### src/tifsc_pkg.sv
// Purpose: shared constants and carrier types for the timer flag set/clear block
// Assumes: 32-bit AXI4-Lite register bus, byte addresses
// Notes: pending flags occupy bits 10:8, 6:4, 1:0 of every flag register
package tifsc_pkg;

  localparam int          ADDR_W          = 8;
  localparam int          DATA_W          = 32;
  localparam int          FLAG_W          = 11;
  localparam int          SRC_W           = 8;

  // register byte offsets
  localparam logic [7:0]  PENDING_OFFSET  = 8'h10;
  localparam logic [7:0]  SET_OFFSET      = 8'h14;
  localparam logic [7:0]  CLEAR_OFFSET    = 8'h18;

  // flag bit positions
  localparam int          OVF_BIT         = 0;
  localparam int          UNF_BIT         = 1;
  localparam int          CH0_BIT         = 4;
  localparam int          CH1_BIT         = 5;
  localparam int          CH2_BIT         = 6;
  localparam int          OVR0_BIT        = 8;
  localparam int          OVR1_BIT        = 9;
  localparam int          OVR2_BIT        = 10;

  // implemented flag bits; the rest read as zero and ignore writes
  localparam logic [10:0] FLAG_MASK       = 11'h773;
  localparam logic [10:0] FLAG_RESET      = 11'h000;

  localparam logic [1:0]  RESP_OKAY       = 2'h0;
  localparam logic [1:0]  RESP_SLVERR     = 2'h2;

  typedef struct packed {
    logic        wr_taken;
    logic [7:0]  wr_addr;
    logic        wd_taken;
    logic [31:0] wd_data;
    logic [3:0]  wd_strb;
    logic        bvalid;
    logic [1:0]  bresp;
    logic        rvalid;
    logic [31:0] rdata;
    logic [1:0]  rresp;
  } tifsc_bus_t;

endpackage

### src/tifsc_flag_bit.sv
// Purpose: one sticky pending flag with hardware set, software set and clear
// Assumes: all inputs are on core_clk
// Notes: any set outranks a clear in the same cycle
`timescale 1ns/1ns
module tifsc_flag_bit (
  input  wire logic core_clk,
  input  wire logic reset_n,
  input  wire logic hw_event,
  input  wire logic sw_set,
  input  wire logic sw_clear,
  output logic      flag
);

  logic flag_reg;
  logic flag_next;

  // set wins over clear so a coincident event survives
  always_comb begin
    flag_next = flag_reg;
    if (sw_clear) begin
      flag_next = 1'b0;
    end
    if (sw_set || hw_event) begin
      flag_next = 1'b1;
    end
  end

  // flag register
  always_ff @(posedge core_clk or negedge reset_n) begin
    if (!reset_n) begin
      flag_reg <= 1'b0;
    end else begin
      flag_reg <= flag_next;
    end
  end

  assign flag = flag_reg;

endmodule

### src/tifsc_top.sv
// Purpose: pending flag register of a 16-bit timer with set and clear ports on AXI4-Lite
// Assumes: one clock core_clk at 20 MHz; event inputs are one-cycle pulses from core_clk logic
// Notes: write answers two edges after both address and data are in; reads one edge after
//
// How it works
// - a 1 at bit 8, 9 or 10 of the write at 0x014 sets capture overrun flag 0, 1 or 2.
// - a 1 at bit 4, 5 or 6 of the set port sets channel event flag 0, 1 or 2.
// - a 1 at bit 1 of the set port sets the underflow flag.
// - a 1 at bit 0 of the set port sets the overflow flag.
// - a 1 at bit 8, 9 or 10 of the write at 0x018 clears capture overrun flag 0, 1 or 2.
// - a 1 at bit 4, 5 or 6 of the clear port clears channel event flag 0, 1 or 2.
// - a 1 at bit 1 of the clear port clears the underflow flag.
// - a 1 at bit 0 of the clear port clears the overflow flag.
// - the flags are read from a read-only register at 0x010 with the same bit layout.
`timescale 1ns/1ns
module tifsc_top (
  input  wire logic        core_clk,
  input  wire logic        reset_n,
  // hardware event pulses, same layout as the flag register
  input  wire logic [10:0] hw_event,
  // AXI4-Lite slave
  input  wire logic [7:0]  s_axi_awaddr,
  input  wire logic        s_axi_awvalid,
  output logic             s_axi_awready,
  input  wire logic [31:0] s_axi_wdata,
  input  wire logic [3:0]  s_axi_wstrb,
  input  wire logic        s_axi_wvalid,
  output logic             s_axi_wready,
  output logic [1:0]       s_axi_bresp,
  output logic             s_axi_bvalid,
  input  wire logic        s_axi_bready,
  input  wire logic [7:0]  s_axi_araddr,
  input  wire logic        s_axi_arvalid,
  output logic             s_axi_arready,
  output logic [31:0]      s_axi_rdata,
  output logic [1:0]       s_axi_rresp,
  output logic             s_axi_rvalid,
  input  wire logic        s_axi_rready,
  // pending flags
  output logic [10:0]      pending_flags
);

  tifsc_pkg::tifsc_bus_t st_reg;
  tifsc_pkg::tifsc_bus_t st_next;

  logic [10:0] flag_q;
  logic [10:0] set_pulse;
  logic [10:0] clear_pulse;
  logic [31:0] wr_bits;
  logic        wr_fire;
  logic        aw_ready_c;
  logic        w_ready_c;
  logic        ar_ready_c;
  logic        aw_ready_reg;
  logic        w_ready_reg;
  logic        ar_ready_reg;
  logic [10:0] flags_reg;

  // accept a channel only while its ready output shows high, so a request met by a low
  // ready in the first cycle after reset is never taken behind the master's back
  assign aw_ready_c = aw_ready_reg;
  assign w_ready_c  = w_ready_reg;
  assign ar_ready_c = ar_ready_reg;

  // write commits once both address and data are held
  assign wr_fire = st_reg.wr_taken && st_reg.wd_taken && !st_reg.bvalid;

  // byte lanes without strobe carry no ones; reserved bits dropped
  always_comb begin
    for (int i = 0; i < 4; i++) begin
      wr_bits[i*8 +: 8] = st_reg.wd_strb[i] ? st_reg.wd_data[i*8 +: 8] : 8'h00;
    end
  end

  // one-cycle set and clear pulses; zero bits do nothing
  always_comb begin
    set_pulse   = 11'h000;
    clear_pulse = 11'h000;
    if (wr_fire && st_reg.wr_addr == tifsc_pkg::SET_OFFSET) begin
      set_pulse = wr_bits[10:0] & tifsc_pkg::FLAG_MASK;
    end
    if (wr_fire && st_reg.wr_addr == tifsc_pkg::CLEAR_OFFSET) begin
      clear_pulse = wr_bits[10:0] & tifsc_pkg::FLAG_MASK;
    end
  end

  // one sticky flag per implemented bit
  genvar g;
  generate
    for (g = 0; g < tifsc_pkg::FLAG_W; g++) begin : g_flag
      if (tifsc_pkg::FLAG_MASK[g]) begin : g_impl
        tifsc_flag_bit u_bit (
          .core_clk (core_clk),
          .reset_n  (reset_n),
          .hw_event (hw_event[g]),
          .sw_set   (set_pulse[g]),
          .sw_clear (clear_pulse[g]),
          .flag     (flag_q[g])
        );
      end else begin : g_rsvd
        assign flag_q[g] = 1'b0;
      end
    end
  endgenerate

  // bus state update
  always_comb begin
    st_next = st_reg;
    if (s_axi_awvalid && aw_ready_c) begin
      st_next.wr_taken = 1'b1;
      st_next.wr_addr  = {s_axi_awaddr[7:2], 2'b00};
    end
    if (s_axi_wvalid && w_ready_c) begin
      st_next.wd_taken = 1'b1;
      st_next.wd_data  = s_axi_wdata;
      st_next.wd_strb  = s_axi_wstrb;
    end
    if (wr_fire) begin
      st_next.wr_taken = 1'b0;
      st_next.wd_taken = 1'b0;
      st_next.bvalid   = 1'b1;
      if (st_reg.wr_addr == tifsc_pkg::SET_OFFSET || st_reg.wr_addr == tifsc_pkg::CLEAR_OFFSET
          || st_reg.wr_addr == tifsc_pkg::PENDING_OFFSET) begin
        st_next.bresp = tifsc_pkg::RESP_OKAY; // flag register ignores writes
      end else begin
        st_next.bresp = tifsc_pkg::RESP_SLVERR;
      end
    end
    if (st_reg.bvalid && s_axi_bready) begin
      st_next.bvalid = 1'b0;
    end
    if (s_axi_arvalid && ar_ready_c) begin
      st_next.rvalid = 1'b1;
      st_next.rresp  = tifsc_pkg::RESP_OKAY;
      unique case ({s_axi_araddr[7:2], 2'b00})
        tifsc_pkg::PENDING_OFFSET: st_next.rdata = {21'h000000, flag_q};
        tifsc_pkg::SET_OFFSET:     st_next.rdata = 32'h00000000;
        tifsc_pkg::CLEAR_OFFSET:   st_next.rdata = 32'h00000000;
        default: begin
          st_next.rdata = 32'h00000000;
          st_next.rresp = tifsc_pkg::RESP_SLVERR;
        end
      endcase
    end else if (st_reg.rvalid && s_axi_rready) begin
      st_next.rvalid = 1'b0;
    end
  end

  // bus state register
  always_ff @(posedge core_clk or negedge reset_n) begin
    if (!reset_n) begin
      st_reg <= '0;
    end else begin
      st_reg <= st_next;
    end
  end

  // ready flops mirror the ready terms one cycle ahead
  always_ff @(posedge core_clk or negedge reset_n) begin
    if (!reset_n) begin
      aw_ready_reg <= 1'b0;
      w_ready_reg  <= 1'b0;
      ar_ready_reg <= 1'b0;
      flags_reg    <= tifsc_pkg::FLAG_RESET;
    end else begin
      aw_ready_reg <= !st_next.wr_taken && !st_next.bvalid;
      w_ready_reg  <= !st_next.wd_taken && !st_next.bvalid;
      ar_ready_reg <= !st_next.rvalid;
      flags_reg    <= flag_q;
    end
  end

  // outputs straight from flops
  assign s_axi_awready = aw_ready_reg;
  assign s_axi_wready  = w_ready_reg;
  assign s_axi_arready = ar_ready_reg;
  assign s_axi_bvalid  = st_reg.bvalid;
  assign s_axi_bresp   = st_reg.bresp;
  assign s_axi_rvalid  = st_reg.rvalid;
  assign s_axi_rdata   = st_reg.rdata;
  assign s_axi_rresp   = st_reg.rresp;
  assign pending_flags = flags_reg;

endmodule

### config.mk
export PLATFORM = sky130hd
export DESIGN_NAME = tifsc_top
export DESIGN_NICKNAME = d
export VERILOG_FILES = /design/src/tifsc_pkg.sv /design/src/tifsc_flag_bit.sv /design/src/tifsc_top.sv
export SDC_FILE = /design/constraint.sdc
export NUM_CORES = 1
export LEC_CHECK = 0
export BUFFER_PORTS_ARGS = -buffer_cell sky130_fd_sc_hd__buf_4
export CAP_MARGIN = 20
export CORE_MARGIN = 2
export CORE_UTILIZATION = 44
export CTS_CLUSTER_SIZE = 20
export DETAILED_ROUTE_END_ITERATION = 16
export PLACE_DENSITY = 0.87
export SLEW_MARGIN = 20
export SYNTH_ARGS = -nofsm -noshare
export SYNTH_HDL_FRONTEND = slang
export SYNTH_HIERARCHICAL = 1
export SYNTH_SLANG_ARGS = --single-unit
### constraint.sdc
create_clock -name core_clk -period 2.1 [get_ports core_clk]
set_clock_uncertainty 0.05 [all_clocks]
set_input_delay 0.63 -clock core_clk [delete_from_list [all_inputs] [get_ports core_clk]]
set_output_delay 0.63 -clock core_clk [all_outputs]
set_load 0.005 [all_outputs]
---- After elaboration in Yosys (flattened, before gate mapping) ----
Cells that the tools add are included.
word-level totals
  output and inout port bits .............. 52
  logic and storage cells ................. 94
  register bits after elaboration ......... 101
  input port bits ......................... 70
cells by class
  mux-type cells .......................... 31
  equal/unequal tests ..................... 6
  reductions and logical operators ........ 35
operator list
  operator                                                               number
  37-bit two-way mux                                                     1
  6-bit by 3-bit equality test with 1-bit output, second input constant  6
  11-bit two-way mux                                                     3
  1-bit two-way mux                                                      21
  2-bit nonzero test                                                     8
  1-bit logical AND                                                      11
  1-bit logical OR                                                       10
  9-bit two-way mux                                                      1
  7-bit two-way mux                                                      1
  3-bit two-way mux                                                      2
  1-bit logical NOT                                                      5
  2-bit two-way mux                                                      2
  3-bit OR reduction                                                     1

---- Depth between registers and ports, before layout ----
  depth after elaboration ................. 8
  gate-level depth with buffers ........... 6
  depth with buffers taken out ............ 5

---- Hierarchy ----
The synthesis kept the hierarchy.
modules (own cells, without submodules)
  module          seq. area each (um^2)  cells each  area each (um^2)  times used
  tifsc_top       1026.0                 180         1954.4            1
  tifsc_flag_bit  25.0                   4           37.5              8

---- Least setup slack after synthesis ----
Ideal clock, no wire load.
  path type ............................... input port to flip-flop
  from .................................... input port s_axi_araddr[7]
  to ...................................... register st_reg (netlist bit s_axi_rdata[0])
  setup time .............................. 0.074 ns
  data required time ...................... 1.976 ns
  slack ................................... 0.236 ns
  path buffers ............................ 1
  stages .................................. 4
  arrival ................................. 1.740 ns
  cell sequence ........................... or4b_1 or3_1 buf_6 o21ai_2
between the ends
  longest elaborated chain between the ends .. 2
RTL lines
  what                                            line              RTL
  start: declaration                              tifsc_top.sv:32   input wire logic [7:0] s_axi_araddr,
  6-bit by 3-bit equality test with 1-bit output  tifsc_top.sv:135  unique case ({s_axi_araddr[7:2], 2'b00})
  11-bit two-way mux                              tifsc_top.sv:135
  end signal: assignment                          tifsc_top.sv:154  st_reg <= st_next;
  end: declaration                                tifsc_top.sv:43   tifsc_pkg::tifsc_bus_t st_reg;
No other way between the ends.
A chain may end at the register's enable or synchronous reset.

---- Worst setup path after layout ----
  from .................................... input port s_axi_araddr[7]
  to ...................................... register st_reg (netlist bit s_axi_rdata[8])
Same word-level chain as after synthesis.

==> out/metrics.csv <==
metric,value,unit
vias,1480,
worst_path_dominant_cell_family,simple AND/OR/NAND/NOR gates,
cts_tree,built,
crit_type,in -> reg,
yosysUniqueCellTypes,25,
cp.buffers_inverters,1,
max_stage_delay,520,ps
areaGrowthSynthToFinish,18.37,%
yosysMostFrequentCell,dfrtp_1,
synth_cells,212,
timing.final.crit_share,0.8577,
fin_crit,1801,ps
swShare,0.2854,
rsz0062_at_grt,no,
cts_setup_buffers,0,
p_comb_frac,0.244,
gp_congestion,0.7583,
die_h,75.59,um
p_seq_frac,0.525,
synth_top_area_frac,0.5438,
detail_route.first_pass.iterations,4,
drt_iter0_drc,22,
vias_per_cell,4.431,
synth-edff-count,0,
remaining_drc_errors,0,
num_rows,26,
regArea,1226,um2
antenna_found_initial,0,
io_buffers,59,
fin_nets,333,
wl,3.574,mm
status,completed,
diodes,0,
grtUsageTotal,0.1410,
post_cts_resized,0,
synth-main-ff-cell,dfrtp_1,
power_switching,0.7264,mW
grt_start_max_net_pins,50,
clk_pin_slew,80,ps
initial_core_util,0.4500,
end_kind,flop,
p_per_area,953.7,nW/um2
yosysTopAreaCell,dfrtp_1,
crit_slowest_cell,or4b_1,
utilization,0.5327,
cts_hold_buffers,0,
clockRootBuffer,clkbuf_8,
cts.sinks,49,
post_drt_wl_per_cell,10.70,um
async_reset_ff_frac,1.000,
fmax,555.2,MHz
internal_power,1.819,mW
htree_levels,2,
grt_pass1_wl,6.016,mm
ant_nets,0,
final-setup-viol-count,0,
hold_path.class,in -> async,
numCtsBuffers,5,
worstMarginPinSlew,570.6,ps
io_pins,122,
grt_pass1_vias,1384,
maxCapViolCount,0,
total_power,2.545,mW
ys_seq_elements,49,
syn_avg_cell_area,10.64,um2
ys_warn_count,6,
die_w,75.59,um
hold_violations,0,
slew_headroom,0.6196,
multi_input_area,769.5,um2
synth_area_leaders,"dfrtp_1 (54%), buf_4 (13%), mux2_2 (8.0%)",
worst_ir_drop_vdd,0.6561,mV
maxSlewViolCount,0,
p_leak,1.325,nW
ys_top_cells_by_count,"dfrtp_1 (49), buf_4 (39), nand2_1 (27)",
crit_chain,buf_4 > or4b_1 > or3_1 > o21ai_2,
cp_data_arrival_time,1970,ps
dieArea,5713,um2
synth.cell_area,2255,um2
insertion_delay,300,ps
dp_slack,-24.11,ps
start_kind,input port,
dp_hpwl,2.915,mm
crit_fanout,8,
clk_path_buf_depth,2,
drive_gt1_frac,0.3523,
overflow,0,
required,2270,ps
ys_seq_area_frac,0.5438,
setup_slack,298.9,ps
fill_cells,465,
power_frac_clock,0.231,
largest_register_ffs,18,
coreArea,5010,um2
-- cell type report --
class | instances | share of cell area
Clock buffer | 7 | 0.03610
Clock inverter | 1 | 0.001875
Inverter | 11 | 0.01547
Multi-Input combinational cell | 137 | 0.2883
Sequential cell | 49 | 0.4594
Tap cell | 70 | 0.03282
Timing Repair Buffer | 59 | 0.1660
-- per-stage QoR --
stage               TNS [ps]  cells  hold slack, ps  area [um2]
floorplan                  0    240           284.4        2360
global route               0    334           321.0        2669
detailed placement    -85.16    326           350.1        2567
CTS                        0    334           299.1        2669
global placement     -0.5469    326           348.4        2567
finish                     0    334           278.3        2669
-- layout by cell type, fill, tap and decap left out, drive strengths merged, types with 4 or more instances in the layout --
master  synthesis  final
a21oi           4      4
and3            6      6
buf            42     59
clkbuf          1      7
conb            1     29
dfrtp          49     49
inv            11     11
mux2           16     16
nand2          27     27
nor2           11     11
nor2b           5      5
nor3           11     11
o21ai          19     19
-- worst reg2reg max path: stages, from the launching register on --
cell     delay [ps]
dfrtp_1         380
or4b_4          540
or2_1           350
nor3_1          270
nor2_1           60
o21ai_1          70
-- power groups by stage --
stage                     clock network, mW  registers [mW]  logic (mW)
after floorplan                           0            1.31       0.485
after global placement                    0            1.34       0.606
after detailed placement                  0            1.36       0.635
after CTS                             0.602            1.34       0.636
after global routing                  0.644            1.37       0.715
final                                 0.587            1.34       0.622
-- worst paths after layout --
path | startpoint | endpoint | slack (ps) | cells past startpoint
setup / recovery | s_axi_araddr[7] | s_axi_rdata[8] | 300 | 4
hold / removal | reset_n | st_reg[79] | 280 | 1
setup reg to reg | st_reg[80] | g_flag[6].g_impl.u_bit/flag | 310 | 5
hold reg to reg | g_flag[9].g_impl.u_bit/flag | pending_flags[9] | 360 | 0
max in group asynchronous | reset_n | s_axi_rdata[10] | 1340 | 1
min in group core_clk | g_flag[9].g_impl.u_bit/flag | pending_flags[9] | 360 | 0
-- cell families after synthesis --
| family | synth area share |
|---|---|
| AND/OR/NAND/NOR | 0.1487 |
| multiplexers | 0.07991 |
| AO/OA/AOI/OAI | 0.06437 |
| buffers and inverters | 0.1615 |
| other | 0.001663 |
| flip-flops | 0.5438 |
-- metal layers --
layer / routed length, um / global-route usage
met5: 0 / 0
met4: 50 / 0.05263
met3: 331 / 0.05688
met2: 1831 / 0.2473
met1: 1360 / 0.1530
Note: power is estimated with default switching activity, not from simulation.
